[src/hw/aircon_pkg.sv]
// Package: timing constants, temperatures, modes and carrier structs for the mode/timer controller
package aircon_pkg;

    // ************************************************************
    // Timing
    // ************************************************************
    localparam int unsigned CLOCK_HZ              = 10_000_000;
    localparam int unsigned TICK_PERIOD_S         = 1;
    localparam int unsigned TICK_CYCLES           = CLOCK_HZ * TICK_PERIOD_S;
    localparam int unsigned RESTART_WAIT_MIN      = 3;
    localparam int unsigned RESTART_WAIT_S        = RESTART_WAIT_MIN * 60;
    localparam int unsigned FORCED_RUN_S          = 60;
    localparam int unsigned TIME_SAVE_MIN         = 7;
    localparam int unsigned TIME_SAVE_S           = TIME_SAVE_MIN * 60;
    localparam int unsigned DRY_ON_MAX_MIN        = 10;
    localparam int unsigned DRY_ON_MAX_S          = DRY_ON_MAX_MIN * 60;
    localparam int unsigned DRY_OFF_MIN_MIN       = 6;
    localparam int unsigned DRY_OFF_MIN_S         = DRY_OFF_MIN_MIN * 60;
    localparam int unsigned DRY_SWITCH_MIN        = 3;
    localparam int unsigned DRY_SWITCH_S          = DRY_SWITCH_MIN * 60;
    localparam int unsigned AUTO_SAMPLE_S         = 25;
    localparam int unsigned REJUDGE_HOUR          = 1;
    localparam int unsigned REJUDGE_S             = REJUDGE_HOUR * 3600;
    localparam int unsigned REJUDGE_OFF_MIN       = 7;
    localparam int unsigned REJUDGE_OFF_SEC       = 30;
    localparam int unsigned REJUDGE_OFF_S         = REJUDGE_OFF_MIN * 60 + REJUDGE_OFF_SEC;

    localparam int unsigned SEC_W                 = 13;
    localparam logic [SEC_W-1:0] SEC_ZERO         = 13'h0000;
    localparam logic [SEC_W-1:0] SEC_MAX          = 13'h1fff;

    // ************************************************************
    // Temperatures, signed degrees C
    // ************************************************************
    localparam logic signed [7:0] JUDGE_COOL      = 8'sd23;
    localparam logic signed [7:0] JUDGE_DRY       = 8'sd20;
    localparam logic signed [7:0] JUDGE_HEAT_COOL = 8'sd25;
    localparam logic signed [7:0] STD_COOL        = 8'sd25;
    localparam logic signed [7:0] STD_DRY         = 8'sd22;
    localparam logic signed [7:0] STD_HEAT        = 8'sd21;
    localparam logic signed [7:0] OFFSET_STEP     = 8'sd2;
    localparam logic signed [7:0] JUMPER_SHIFT    = 8'sd2;

    // ************************************************************
    // Fan levels and target speeds
    // ************************************************************
    localparam int unsigned FAN_LEVELS            = 8;
    localparam int unsigned RPM_W                 = 11;
    localparam logic [RPM_W-1:0] LOWEST_RPM       = 11'h12c;

    typedef enum logic [2:0] {
        FAN_STOP, lowest_fan_level, super_low_fan_level, FAN_LOW, FAN_MED, FAN_HIGH, FAN_SUPER_HIGH, FAN_QUIET
    } fan_level_t;

    typedef enum logic [1:0] {MODE_OFF, MODE_COOL, MODE_DRY, MODE_HEAT} op_mode_t;
    typedef enum logic [1:0] {SEL_COOL, SEL_DRY, SEL_HEAT, SEL_AUTO} user_mode_t;
    typedef enum logic [1:0] {OFS_STD, OFS_UP, OFS_DOWN} offset_t;

    typedef struct packed {
        logic       power_on;
        user_mode_t mode;
        logic signed [7:0] set_temp;
        offset_t    auto_offset;
        fan_level_t fan_level;
    } user_cmd_t;

    typedef struct packed {
        logic       compressor_on;
        op_mode_t   mode;
        fan_level_t fan_level;
        logic [RPM_W-1:0] fan_rpm;
        logic signed [7:0] target_temp;
    } unit_cmd_t;

endpackage : aircon_pkg

[src/hw/aircon_mode_timer_control.sv]
// Compressor interval timing, soft dry sequencing and automatic mode selection
module aircon_mode_timer_control #(
    parameter int unsigned TICK_CYCLES = aircon_pkg::TICK_CYCLES,
    parameter logic [aircon_pkg::RPM_W-1:0] RPM_SUPER_HIGH = 11'h438,
    parameter logic [aircon_pkg::RPM_W-1:0] RPM_HIGH       = 11'h410,
    parameter logic [aircon_pkg::RPM_W-1:0] RPM_MED        = 11'h366,
    parameter logic [aircon_pkg::RPM_W-1:0] RPM_LOW        = 11'h2da,
    parameter logic [aircon_pkg::RPM_W-1:0] RPM_SUPER_LOW  = 11'h29e,
    parameter logic [aircon_pkg::RPM_W-1:0] RPM_QUIET      = 11'h294
) (
    input  wire logic                      i_clock,
    input  wire logic                      i_reset_n,
    input  wire aircon_pkg::user_cmd_t     i_user,
    input  wire logic signed [7:0]         i_intake_temp,
    input  wire logic                      i_temperature_offset_jumper_open,
    output aircon_pkg::unit_cmd_t          o_unit
);

    typedef enum {
        ST_IDLE, ST_SAMPLE, ST_RUN
    } ctl_state_t;

    typedef enum {
        DRY_WAIT, DRY_FIRST_ON, DRY_FIRST_OFF, DRY_CYCLE
    } dry_state_t;

    localparam int unsigned TICK_W = $clog2(TICK_CYCLES + 1);

    ctl_state_t state_q;
    dry_state_t dry_q;
    aircon_pkg::op_mode_t mode_q;
    logic [TICK_W-1:0] tick_cnt_q;
    logic tick;
    logic comp_q;
    logic comp_d;
    logic [aircon_pkg::SEC_W-1:0] on_secs_q;
    logic [aircon_pkg::SEC_W-1:0] off_secs_q;
    logic [aircon_pkg::SEC_W-1:0] phase_secs_q;
    logic [aircon_pkg::SEC_W-1:0] auto_secs_q;
    logic auto_q;
    logic power_q;
    logic signed [7:0] shift;
    logic signed [7:0] target;
    logic signed [7:0] ofs;
    logic demand;
    logic may_start;
    logic may_stop;
    aircon_pkg::op_mode_t judged;
    aircon_pkg::fan_level_t fan_d;
    logic [aircon_pkg::RPM_W-1:0] rpm_table [aircon_pkg::FAN_LEVELS];

    // ************************************************************
    // One-second tick
    // ************************************************************
    assign tick = (tick_cnt_q == TICK_W'(TICK_CYCLES - 1));

    always_ff @(posedge i_clock) begin
        if (!i_reset_n || tick) begin
            tick_cnt_q <= '0;
        end else begin
            tick_cnt_q <= tick_cnt_q + TICK_W'(1);
        end
    end

    // ************************************************************
    // Thresholds and targets
    // ************************************************************
    assign shift = i_temperature_offset_jumper_open ? aircon_pkg::JUMPER_SHIFT : 8'sd0;

    always_comb begin
        unique case (i_user.auto_offset)
            aircon_pkg::OFS_UP:   ofs = aircon_pkg::OFFSET_STEP;
            aircon_pkg::OFS_DOWN: ofs = -aircon_pkg::OFFSET_STEP;
            default:              ofs = 8'sd0;
        endcase
    end

    always_comb begin
        if (!auto_q) begin
            target = i_user.set_temp;
        end else begin
            unique case (mode_q)
                aircon_pkg::MODE_COOL: target = aircon_pkg::STD_COOL + shift + ofs;
                aircon_pkg::MODE_DRY:  target = aircon_pkg::STD_DRY + shift + ofs;
                default:               target = aircon_pkg::STD_HEAT + shift + ofs;
            endcase
        end
    end

    // Judgement; ">=" puts the threshold itself in the upper mode
    always_comb begin
        if (state_q == ST_SAMPLE) begin
            if (i_intake_temp >= aircon_pkg::JUDGE_COOL + shift) begin
                judged = aircon_pkg::MODE_COOL;
            end else if (i_intake_temp >= aircon_pkg::JUDGE_DRY + shift) begin
                judged = aircon_pkg::MODE_DRY;
            end else begin
                judged = aircon_pkg::MODE_HEAT;
            end
        end else begin
            unique case (mode_q)
                aircon_pkg::MODE_COOL: judged = (i_intake_temp >= aircon_pkg::JUDGE_COOL + shift)
                                                ? aircon_pkg::MODE_COOL : aircon_pkg::MODE_HEAT;
                aircon_pkg::MODE_DRY:  judged = (i_intake_temp >= aircon_pkg::JUDGE_DRY + shift)
                                                ? aircon_pkg::MODE_DRY : aircon_pkg::MODE_HEAT;
                default:               judged = (i_intake_temp >= aircon_pkg::JUDGE_HEAT_COOL + shift)
                                                ? aircon_pkg::MODE_COOL : aircon_pkg::MODE_HEAT;
            endcase
        end
    end

    // ************************************************************
    // Mode control
    // ************************************************************
    always_ff @(posedge i_clock) begin
        if (!i_reset_n) begin
            state_q     <= ST_IDLE;
            mode_q      <= aircon_pkg::MODE_OFF;
            auto_q      <= 1'b0;
            power_q     <= 1'b0;
            auto_secs_q <= aircon_pkg::SEC_ZERO;
        end else begin
            power_q <= i_user.power_on;
            if (!i_user.power_on) begin
                state_q <= ST_IDLE;
                mode_q  <= aircon_pkg::MODE_OFF;
                auto_q  <= 1'b0;
            end else if (!power_q || state_q == ST_IDLE) begin
                auto_secs_q <= aircon_pkg::SEC_ZERO;
                auto_q      <= (i_user.mode == aircon_pkg::SEL_AUTO);
                if (i_user.mode == aircon_pkg::SEL_AUTO) begin
                    state_q <= ST_SAMPLE;
                    mode_q  <= aircon_pkg::MODE_OFF;
                end else begin
                    state_q <= ST_RUN;
                    unique case (i_user.mode)
                        aircon_pkg::SEL_COOL: mode_q <= aircon_pkg::MODE_COOL;
                        aircon_pkg::SEL_DRY:  mode_q <= aircon_pkg::MODE_DRY;
                        default:              mode_q <= aircon_pkg::MODE_HEAT;
                    endcase
                end
            end else begin
                if (tick && auto_secs_q != aircon_pkg::SEC_MAX) begin
                    auto_secs_q <= auto_secs_q + 13'h0001;
                end
                if (state_q == ST_SAMPLE && tick && auto_secs_q == 13'(aircon_pkg::AUTO_SAMPLE_S - 1)) begin
                    state_q     <= ST_RUN;
                    mode_q      <= judged;
                    auto_secs_q <= aircon_pkg::SEC_ZERO;
                end else if (state_q == ST_RUN && auto_q && tick
                             && auto_secs_q >= 13'(aircon_pkg::REJUDGE_S)
                             && !comp_q && i_intake_temp <= target + 8'sd0
                             && off_secs_q > 13'(aircon_pkg::REJUDGE_OFF_S)) begin
                    // Running compressor blocks this path, so the mode holds
                    mode_q      <= judged;
                    auto_secs_q <= aircon_pkg::SEC_ZERO;
                end else if (state_q == ST_RUN && mode_q == aircon_pkg::MODE_DRY && dry_q == DRY_FIRST_OFF
                             && off_secs_q >= 13'(aircon_pkg::DRY_SWITCH_S)
                             && i_intake_temp > target) begin
                    mode_q <= aircon_pkg::MODE_COOL;
                end
            end
        end
    end

    // ************************************************************
    // Compressor demand and protection timers
    // ************************************************************
    always_comb begin
        unique case (mode_q)
            aircon_pkg::MODE_COOL: demand = (i_intake_temp > target);
            aircon_pkg::MODE_DRY:  demand = (dry_q == DRY_FIRST_ON) ||
                                            (dry_q == DRY_CYCLE && i_intake_temp > target);
            aircon_pkg::MODE_HEAT: demand = (i_intake_temp < target);
            default:               demand = 1'b0;
        endcase
    end

    assign may_start = (off_secs_q >= 13'(aircon_pkg::RESTART_WAIT_S));
    assign may_stop  = (on_secs_q >= 13'(aircon_pkg::FORCED_RUN_S));

    always_comb begin
        comp_d = comp_q;
        if (state_q != ST_RUN) begin
            // Power-off stops immediately; the restart wait still protects the next start
            comp_d = 1'b0;
        end else if (!comp_q && demand && may_start) begin
            comp_d = 1'b1;
        end else if (comp_q && may_stop) begin
            if (!demand) begin
                comp_d = 1'b0;
            end else if (mode_q == aircon_pkg::MODE_COOL && on_secs_q >= 13'(aircon_pkg::TIME_SAVE_S)
                         && i_intake_temp <= target + 8'sd1) begin
                comp_d = 1'b0;
            end
        end
    end

    always_ff @(posedge i_clock) begin
        if (!i_reset_n) begin
            comp_q     <= 1'b0;
            on_secs_q  <= aircon_pkg::SEC_ZERO;
            off_secs_q <= aircon_pkg::SEC_ZERO;
        end else begin
            comp_q <= comp_d;
            if (comp_d != comp_q) begin
                on_secs_q  <= aircon_pkg::SEC_ZERO;
                off_secs_q <= aircon_pkg::SEC_ZERO;
            end else if (tick) begin
                if (comp_q && on_secs_q != aircon_pkg::SEC_MAX) begin
                    on_secs_q <= on_secs_q + 13'h0001;
                end
                if (!comp_q && off_secs_q != aircon_pkg::SEC_MAX) begin
                    off_secs_q <= off_secs_q + 13'h0001;
                end
            end
        end
    end

    // ************************************************************
    // Soft dry sequence
    // ************************************************************
    always_ff @(posedge i_clock) begin
        if (!i_reset_n || mode_q != aircon_pkg::MODE_DRY) begin
            dry_q        <= DRY_WAIT;
            phase_secs_q <= aircon_pkg::SEC_ZERO;
        end else begin
            if (tick && phase_secs_q != aircon_pkg::SEC_MAX) begin
                phase_secs_q <= phase_secs_q + 13'h0001;
            end
            unique case (dry_q)
                DRY_WAIT: if (i_intake_temp >= target) begin
                    dry_q        <= DRY_FIRST_ON;
                    phase_secs_q <= aircon_pkg::SEC_ZERO;
                end
                DRY_FIRST_ON: if (phase_secs_q >= 13'(aircon_pkg::DRY_ON_MAX_S)
                                  || (comp_q && comp_d == 1'b0)) begin
                    dry_q        <= DRY_FIRST_OFF;
                    phase_secs_q <= aircon_pkg::SEC_ZERO;
                end
                DRY_FIRST_OFF: if (phase_secs_q >= 13'(aircon_pkg::DRY_OFF_MIN_S)) begin
                    dry_q <= DRY_CYCLE;
                end
                DRY_CYCLE: ;
            endcase
        end
    end

    // ************************************************************
    // Fan level and speed table
    // ************************************************************
    assign rpm_table[aircon_pkg::FAN_STOP]           = '0;
    assign rpm_table[aircon_pkg::lowest_fan_level]   = aircon_pkg::LOWEST_RPM;
    assign rpm_table[aircon_pkg::super_low_fan_level] = RPM_SUPER_LOW;
    assign rpm_table[aircon_pkg::FAN_LOW]            = RPM_LOW;
    assign rpm_table[aircon_pkg::FAN_MED]            = RPM_MED;
    assign rpm_table[aircon_pkg::FAN_HIGH]           = RPM_HIGH;
    assign rpm_table[aircon_pkg::FAN_SUPER_HIGH]     = RPM_SUPER_HIGH;
    assign rpm_table[aircon_pkg::FAN_QUIET]          = RPM_QUIET;

    always_comb begin
        if (state_q == ST_IDLE) begin
            fan_d = aircon_pkg::FAN_STOP;
        end else if (state_q == ST_SAMPLE) begin
            fan_d = aircon_pkg::super_low_fan_level;
        end else begin
            fan_d = i_user.fan_level;
        end
    end

    always_ff @(posedge i_clock) begin
        if (!i_reset_n) begin
            o_unit <= '0;
        end else begin
            o_unit.compressor_on <= comp_d;
            o_unit.mode          <= mode_q;
            o_unit.fan_level     <= fan_d;
            o_unit.fan_rpm       <= rpm_table[fan_d];
            o_unit.target_temp   <= target;
        end
    end

endmodule : aircon_mode_timer_control

[config.mk]
export PLATFORM = sky130hd
export DESIGN_NAME = aircon_mode_timer_control
export DESIGN_NICKNAME = d
export VERILOG_FILES = /design/src/hw/aircon_pkg.sv /design/src/hw/aircon_mode_timer_control.sv
export SDC_FILE = /design/constraint.sdc
export NUM_CORES = 1
export LEC_CHECK = 0
export ABC_AREA = 1
export BUFFER_PORTS_ARGS = -buffer_cell sky130_fd_sc_hd__clkbuf_2
export CAP_MARGIN = 20
export CORE_MARGIN = 2
export CORE_UTILIZATION = 30
export CTS_BUF_LIST = sky130_fd_sc_hd__clkbuf_16
export CTS_CLUSTER_DIAMETER = 200
export DETAILED_ROUTE_END_ITERATION = 8
export PLACE_DENSITY = 0.55
export REMOVE_ABC_BUFFERS = 1
export SETUP_SLACK_MARGIN = 0.2
export SYNTH_ARGS = -nofsm -noshare
export SYNTH_HDL_FRONTEND = slang
export SYNTH_SLANG_ARGS = --single-unit
[constraint.sdc]
create_clock -name i_clock -period 6.2 [get_ports i_clock]
set_input_delay 0.31 -clock i_clock [delete_from_list [all_inputs] [get_ports i_clock]]
set_output_delay 0.31 -clock i_clock [all_outputs]
set_load 0.01 [all_outputs]
# Word-level counts from Yosys, hierarchy flattened
# Memories as Yosys holds them, arrays and structs flattened. A register that Yosys moved wholly into a read port is not among the register bits.
# Cells that the tools add are included.
[classes]
addsub = 14
magnitude_cmp = 15
n_eq_ne = 26
n_mux = 39
bitwise = 3
n_reduce_logical = 45
[op_table]
columns = ["op", "n"]
rows = [
  ["$mux W32", 5],
  ["$eq A32 B2 Y1 const B", 3],
  ["$eq A32 B3 Y1 const B", 3],
  ["$pmux W32 S3", 1],
  ["$mux W13", 7],
  ["$logic_not A32 Y1", 2],
  ["$add A13 B1 Y13 const B", 4],
  ["$ne A13 B13 Y1 const B", 4],
  ["$eq A32 B1 Y1 const B", 1],
  ["$ne A32 B3 Y1 const B", 1],
  ["$pmux W8 S2", 2],
  ["$add A5 B2 Y6 const A", 5],
  ["$ge A13 B9 Y1 const B", 2],
  ["$pmux W13 S2", 1],
  ["$add A24 B1 Y24 const B", 1],
  ["$eq A24 B24 Y1 const B", 1],
  ["$ge A8 B7 Y1", 3],
  ["$logic_and A1 B1 Y1", 23],
  ["$mux W2", 11],
  ["$add A7 B8 Y8", 2],
  ["$le A8 B8 Y1", 2],
  ["$eq A13 B5 Y1 const B", 1],
  ["$ge A13 B10 Y1 const B", 1],
  ["$ge A13 B12 Y1 const B", 1],
  ["other kinds (28)", 55],
]
[word_totals]
ff_bits = 158
mem_bits_ro = 88
word_cells = 157
mem_count = 1
[memory_table]
columns = ["name", "depth", "word_bits", "read_ports", "rd_ports_with_merged_regs", "wr", "line", "source"]
rows = [
  ["(no name shown)", 8, 11, 1, 1, 0, "aircon_mode_timer_control.sv:278", "o_unit.fan_rpm <= rpm_table[fan_d];"],
]

# Longest topological paths before layout
# Gate-level depths: netlist (run 1).
[logic_depth]
depth_word = 18
depth_mapped = 36
ltp_nobuf = 36

# Least setup slack after synthesis (run 1)
# Ideal clock, no wire load.
[synth_timing]
path_kind = "register to register"
start = "register mode_q[0]"
end = "register phase_secs_q[9] in the netlist's numbering"
setup_time_ns = 0.115
t_arrival_ns = 4.567
t_required_ns = 6.085
path_slack_ns = 1.517
path_stages_with_launch = 29
n_path_buf = 1
cell_sequence = "dfxtp_1 inv_1 ha_1 inv_1 nor2_1 o21ai_0 ha_1 inv_1 fa_1 o21ai_0 inv_1 nor3_1 nand3b_1 xor2_1 ha_1 nand2_1 or4_1 nand3_1 a221oi_1 nand2_1 nand2_1 nand2_1 ha_1 nor3_1 nand3_1 o21ai_0 o21ai_1 buf_4 nor2_1"
[synth_between]
elab_chain_len = 16
word_cells_on_any_way = 30
cone_classes = "add/sub: 1; order compare: 4; eq/ne: 4; mux: 11; bitwise: 1; reduce/logical: 9"
[synth_rtl]
columns = ["element", "line", "source"]
rows = [
  ["start, declared", "aircon_mode_timer_control.sv:31", "aircon_pkg::op_mode_t mode_q;"],
  ["start signal, assigned", "aircon_mode_timer_control.sv:118", "mode_q <= aircon_pkg::MODE_OFF;"],
  ["start signal, assigned", "aircon_mode_timer_control.sv:126", "mode_q <= aircon_pkg::MODE_OFF;"],
  ["start signal, assigned", "aircon_mode_timer_control.sv:133", "mode_q <= aircon_pkg::MODE_OFF;"],
  ["$eq A2 B2 Y1 / $eq A2 B1 Y1 (equally long branches)", "aircon_mode_timer_control.sv:82, aircon_mode_timer_control.sv:170, aircon_mode_timer_control.sv:192", ""],
  ["$pmux W8 S2", "aircon_mode_timer_control.sv:82", "unique case (mode_q)"],
  ["$mux W8", "aircon_mode_timer_control.sv:79", "if (!auto_q) begin"],
  ["$add A8 B2 Y8 / $gt A8 B8 Y1 (equally long branches)", "aircon_mode_timer_control.sv:193, aircon_mode_timer_control.sv:171, aircon_mode_timer_control.sv:173", ""],
  ["$le A8 B8 Y1 / $logic_and A1 B1 Y1 (equally long branches)", "aircon_mode_timer_control.sv:193, aircon_mode_timer_control.sv:173", ""],
  ["$logic_and A1 B1 Y1 / $logic_or A1 B1 Y1 (equally long branches)", "aircon_mode_timer_control.sv:193, aircon_mode_timer_control.sv:172", ""],
  ["$mux W1 / $pmux W1 S3 (equally long branches)", "aircon_mode_timer_control.sv:192, aircon_mode_timer_control.sv:170", ""],
  ["$mux W1 / $logic_and A1 B1 Y1 (equally long branches)", "aircon_mode_timer_control.sv:190, aircon_mode_timer_control.sv:187", ""],
  ["$mux W1 / $logic_and A1 B1 Y1 (equally long branches)", "aircon_mode_timer_control.sv:189, aircon_mode_timer_control.sv:187", ""],
  ["$mux W1", "aircon_mode_timer_control.sv:187", "end else if (!comp_q && demand && may_start) begin"],
  ["$mux W1", "aircon_mode_timer_control.sv:184", "if (state_q != ST_RUN) begin"],
  ["$not A1 Y1", "aircon_mode_timer_control.sv:237", "|| (comp_q && comp_d == 1'b0)) begin"],
  ["$logic_and A1 B1 Y1", "aircon_mode_timer_control.sv:237", ""],
  ["$logic_or A1 B1 Y1", "aircon_mode_timer_control.sv:237", ""],
  ["$mux W13", "aircon_mode_timer_control.sv:236", "DRY_FIRST_ON: if (phase_secs_q >= 13'(aircon_pkg::DRY_ON_MAX_S)"],
  ["$pmux W13 S2", "aircon_mode_timer_control.sv:231", "unique case (dry_q)"],
  ["end signal, assigned", "aircon_mode_timer_control.sv:229", "phase_secs_q <= phase_secs_q + 13'h0001;"],
  ["end signal, assigned", "aircon_mode_timer_control.sv:234", "phase_secs_q <= aircon_pkg::SEC_ZERO;"],
  ["end signal, assigned", "aircon_mode_timer_control.sv:239", "phase_secs_q <= aircon_pkg::SEC_ZERO;"],
  ["end, declared", "aircon_mode_timer_control.sv:38", "logic [aircon_pkg::SEC_W-1:0] phase_secs_q;"],
]
# Several ways; a longest one is shown, not always the timed one.
# A chain may end at the register's enable or synchronous reset.

# Final worst setup path (run 1)
[layout_timing]
start = "register mode_q[0]"
end = "register phase_secs_q[7] in the netlist's numbering"
# Same word-level chain as after synthesis.

==> impl_metrics.yaml, run 1 <==
worst_setup_path:
  criticalPathCategory: "reg -> reg"
  cp_max_fo: 13
  end_kind: "flop"
  path_buf_inv: 4
  start_kind: "flop"
  worstPathRequired_ps: 6430
  crit_path_max_incr_delay_ps: 490
  crit_path_top_delay_cell: "or4_1"
  arrival_ps: 5530
  r2r_slack_ps: 900
  cp_top_family: "simple AND/OR/NAND/NOR gates"
clock_network:
  clk_pin_slew_ps: 80
  postCtsResizedCells: 0
  cts_made_buffers: 9
  clockBufferDepth: 2
  tritoncts: "built"
  cts_root_buffer: "clkbuf_16"
  postCtsHoldBufs: 0
  post_cts_buffers: 0
  clk_latency_ps: 360
  cts_sinks: 108
  h-tree-depth: 3
place:
  io_buffers: 50
  post_dp_cell_area_mm2: 0.00728
  gp_congestion: 0.912
  placed_cells: 1267
  hpwl_mm: 12.7
synthesis:
  yosysSeqAreaShare_pct: 32.1
  async_flop_share_pct: 0
  syn_area_per_cell_um2: 7.10
  syn_inst: 948
  synth_commonest_cells: "158 x nand2_1, 147 x inv_1, 110 x nor2_1, 108 x dfxtp_1, 59 x nand3_1"
  ys_types: 58
  synth_area_leader_cell: "dfxtp_1"
  synth_seq_cells: 108
  synth.top_cell.area_share_pct: 32.1
  synth.area.top_cells: "dfxtp_1 32%, ha_1 10%, nand2_1 8.8%"
  synth.most_common_cell: "nand2_1"
  synth_edf_count: 0
  syn-cell-area_mm2: 0.00673
  yosys_most_used_dff: "dfxtp_1"
  ys_warn_count: 0
global_routing:
  grt_first_pass_wirelength_mm: 27.2
  overflow: 0
  grt_pass1_vias: 5636
  grt_antenna_before_repair: 0
  grt_max_degree: 24
  grt_usage_pct: 14.0
sta:
  worst_pin_slew_ps: 864
  slew_headroom_pct: 42.2
  fin_setup_tns_ps: 0
  rsz0062_at_grt: "no"
  finClkSkew_ps: 8.45
  finalCritPeriodShare_pct: 85.5
  min_period_ps: 5300
  setup_viol: 0
  hold_viol_final: 0
  drv_slew: 0
  fmax_mhz: 189
drt:
  vias: 5980
  wl_mm: 16.1
  ant_nets: 0
  wl_met1_mm: 8.07
  met2_length_mm: 7.36
  drt_iter0_drc: 297
  maxUsedRoutingLayer: "met4"
  drt-pass1-iter-count: 5
  wl_per_cell_um: 12.6
  vias_per_cell: 4.66
  wl_met3_um: 545
  drc: 0
cells_and_area:
  nNetsFinal: 1080
  area_delta_synth_final_pct: 12.5
  design_area_mm2: 0.00756
  fillers: 2365
  drive_gt1_share_pct: 13.0
  finalNonFillerCells: 1283
  antenna_cells: 0
die:
  rows: 54
  die_h_um: 154
  die_w_um: 154
  dieArea_mm2: 0.0236
  start_util_pct: 30.7
  coreArea_mm2: 0.0219
  io-pin-count: 52
pwr:
  power_leakage_nw: 3.28
  peakVddDrop_mv: 0.109
  p_per_area_mw_per_mm2: 192
flow_run:
  drv_cap: 0
worst_hold_path:
  hold_class: "in -> reg"
status:
  status: "finished, final reports clean"
## layout by cell type (no fill, tap or decap), types with 2 or more instances in the layout
master | synthesis | routed
a31oi_1 | 4 | 4
o21ai_1 | 3 | 2
a41oi_1 | 2 | 2
nand3b_1 | 3 | 3
clkinv_4 | 0 | 2
nand4_1 | 19 | 19
nand2_1 | 158 | 158
nand4_2 | 4 | 4
o311ai_0 | 2 | 2
nor3_4 | 3 | 3
nor3b_1 | 8 | 8
clkinv_1 | 2 | 2
dfxtp_1 | 108 | 108
nor3_2 | 2 | 2
nor3_1 | 45 | 45
nor2_1 | 110 | 110
inv_8 | 0 | 2
o21ai_0 | 39 | 39
inv_2 | 8 | 8
nor2_4 | 4 | 4
a211oi_1 | 2 | 2
clkinv_2 | 2 | 2
nand3_1 | 59 | 59
inv_1 | 147 | 148
clkbuf_2 | 0 | 50
xnor2_1 | 7 | 7
ha_1 | 54 | 54
or2_2 | 6 | 6
o211ai_1 | 2 | 2
nor2_2 | 9 | 9
nand2_4 | 5 | 5
xor2_1 | 16 | 16
nor4_1 | 12 | 12
a21oi_1 | 53 | 53
nand2_2 | 11 | 11
clkbuf_16 | 0 | 9
o21a_1 | 6 | 6
## registers in the layout, indices dropped and copies added, names as in the netlist
| register | cells |
|---|---|
| auto_q | 1 |
| tick_cnt_q | 24 |
| mode_q | 2 |
| on_secs_q | 13 |
| phase_secs_q | 13 |
| power_q | 1 |
| auto_secs_q | 13 |
| dry_q | 2 |
| o_unit | 24 |
| state_q | 2 |
| off_secs_q | 13 |
## worst paths after layout
path,start,end,cells after the start
worst min register to register,tick_cnt_q[0],tick_cnt_q[0],1
worst max register to register,mode_q[0],phase_secs_q[7],27
worst min-delay path,i_user[2],o_unit[11],2
worst max-delay path,mode_q[0],phase_secs_q[7],27
## per-stage QoR
stage	worst slack (ps)	utilization (%)	hold WS [ps]	power (mW)
final	901	34.6	160	1.45
after global routing	325	34.6	162	1.53
after CTS	634	34.5	151	1.47
after detailed placement	644	33.2	442	0.897
after global placement	778	33.2	428	0.897
after floorplan	1350	-	400	0.839
## final cells by class
class | instances | area (µm²) | area share [%]
multi-input cells | 669 | 3910 | 51.7
flip-flops and latches | 108 | 2160 | 28.6
inverters | 159 | 599 | 7.92
well taps | 280 | 350 | 4.63
repair buffers | 51 | 258 | 3.41
clock buffers | 9 | 225 | 2.98
clock inverters | 7 | 60.1 | 0.794
## worst reg2reg max path, delay by kind of cell (launching register included)
| kind | cells | cell delay, ps |
|---|---|---|
| flip-flops | 1 | 440 |
| XOR/XNOR | 1 | 170 |
| adder cells (fa/ha/maj) | 5 | 1400 |
| AO/OA/AOI/OAI | 5 | 1190 |
| buffers and inverters | 4 | 410 |
| AND/OR/NAND/NOR | 12 | 1560 |
## power by group
group | switching [mW] | internal [mW]
registers | 0.00733 | 0.706
clock network | 0.289 | 0.280
logic | 0.109 | 0.0594
## per-layer routing
layer	global-route usage (%)	vias up
li1	-	3193
met1	19.6	2698
met2	22.4	79
met3	2.54	10
met4	3.54	0
met5	0	-
## kinds of logic (layout without fill, tap and decap cells)
family / count (synthesis) / in the layout / share of synthesized area, %
and+or+nand+nor: 470 / 470 / 34.8
buffers and inverters: 171 / 226 / 9.78
AOI/OAI and AO/OA: 120 / 120 / 9.91
DFF: 108 / 108 / 32.1
adders and majority gates: 55 / 55 / 10.3
xor gates and xnor gates: 23 / 23 / 2.99
other: 1 / 1 / 0.0558
No activity file was read; power rests on OpenSTA's default activity.
==> inputs of run 2 (changes only) <==
REMOVE_ABC_BUFFERS = not set   (was 1)
==> impl_metrics.yaml, run 2 (synthesis gave the netlist of run 1 again) <==
sta:
  min_period_ps: 5380
  slew_headroom_pct: 47.1
  drv_slew: 0
  worst_pin_slew_ps: 792
  finalCritPeriodShare_pct: 86.8
  setup_viol: 0
  fin_setup_tns_ps: 0
  setup_ws_ps: 816
  fmax_mhz: 186
  rsz0062_at_grt: "no"
  hold_viol_final: 0
  finClkSkew_ps: 14.0
drt:
  wl_mm: 15.2
  drt-pass1-iter-count: 4
  drt_iter0_drc: 315
  ant_nets: 0
  wl_per_cell_um: 11.8
  vias_per_cell: 4.61
  drc: 0
  vias: 5921
place:
  placed_cells: 1267
  post-place-ws_ps: 538
  hpwl_mm: 11.9
  post_dp_cell_area_mm2: 0.00728
  gp_congestion: 0.841
  io_buffers: 50
clock_network:
  clk_pin_slew_ps: 80
  h-tree-depth: 3
  cts_sinks: 108
  clk_latency_ps: 360
  clockBufferDepth: 2
  tritoncts: "built"
  post_cts_buffers: 0
  cts_root_buffer: "clkbuf_16"
  cts_made_buffers: 9
worst_setup_path:
  arrival_ps: 5650
  crit_path_max_incr_delay_ps: 450
  crit_path_top_delay_cell: "dfxtp_1"
  cp_max_fo: 13
  end_kind: "flop"
  criticalPathCategory: "reg -> reg"
  startpoint: "mode_q[0]"
  start_kind: "flop"
  reg2reg_from: "mode_q[0]"
  r2r_slack_ps: 820
  cp_common_cell: "nand2_1"
  worstPathRequired_ps: 6470
cells_and_area:
  design_area_mm2: 0.00760
  finalNonFillerCells: 1283
  top_regs: "o_unit x24, tick_cnt_q x24"
  final_common_cell: "nand2_1"
  final_cell_mix: "158 x nand2_1, 147 x inv_1, 110 x nor2_1"
  antenna_cells: 0
  area_delta_synth_final_pct: 12.9
  nNetsFinal: 1080
  drive_gt1_share_pct: 13.1
global_routing:
  grt_util_met2_pct: 21.0
  met3_usage_pct: 2.71
  grt_pass1_vias: 5444
  top_usage_layer: "met2"
  grt_first_pass_wirelength_mm: 25.8
  grt_util_met1_pct: 18.4
  grt_max_degree: 24
  overflow: 0
  grt_usage_pct: 13.1
  grt_antenna_before_repair: 0
worst_hold_path:
  min_from: "i_user[2]"
  hold_class: "in -> reg"
die:
  die_w_um: 154
  rows: 54
  coreArea_mm2: 0.0219
  io-pin-count: 52
  start_util_pct: 30.7
  die_h_um: 154
  dieArea_mm2: 0.0236
synthesis:
  syn-num-nets: 1030
status:
  status: "finished, final reports clean"
pwr:
  peakVddDrop_mv: 0.125
  power_mw: 1.49
  power_leakage_nw: 3.29
  p_per_area_mw_per_mm2: 196
flow_run:
  drv_cap: 0
==> run 2: changes by cell type in the layout (fill, tap and decap cells not counted), sizes merged <==
cell      delta
inv          -1
clkinv       +1
clkinvlp     -1
bufinv       +1
==> run 2: stage by stage <==
stage / utilization [%] / hold WS, ps
finish: 34.7 / 138
global route: 34.7 / 136
CTS: 34.7 / 128
detailed placement: 33.2 / 440
global placement: 33.2 / 434
floorplan: - / 400
==> run 2: final cells by class <==
class | instances | area (µm²)
fillers | 2379 | 14300
multi-input cells | 669 | 3910
flip-flops and latches | 108 | 2160
inverters | 159 | 599
well taps | 280 | 350
repair buffers | 51 | 258
clock buffers | 9 | 225
clock inverters | 7 | 92.6
==> run 2: worst paths after layout <==
kind,endpoint,cells after the start
max,phase_secs_q[11],29
min,o_unit[11],2
max reg2reg,phase_secs_q[11],29
min reg2reg,tick_cnt_q[0],1
==> run 2: repair_timing <==
item | in CTS | in global routing
gates resized for setup | 0 | 1
endpoints found under the setup margin | 0 | 13
hold buffers | 0 | 0
==> run 2: routing by layer <==
metal	share of wire, %	wire length [µm]
met5	0	0
met4	0.79	120
met3	3.2	492
met2	45	6770
met1	51	7780
==> run 2: power by group <==
| group | internal [mW] | switching [mW] |
|---|---|---|
| clock network | 0.324 | 0.288 |
| registers | 0.706 | 0.00699 |
| logic | 0.0593 | 0.106 |
==> run 2: critical path, delay by kind of cell, from the launching register on <==
kind	cells	cell delay (ps)
adders and majority gates	5	1440
DFF	1	450
buffers and inverters	4	420
and+or+nand+nor	12	1250
AOI/OAI and AO/OA	7	1580
xor gates and xnor gates	1	170
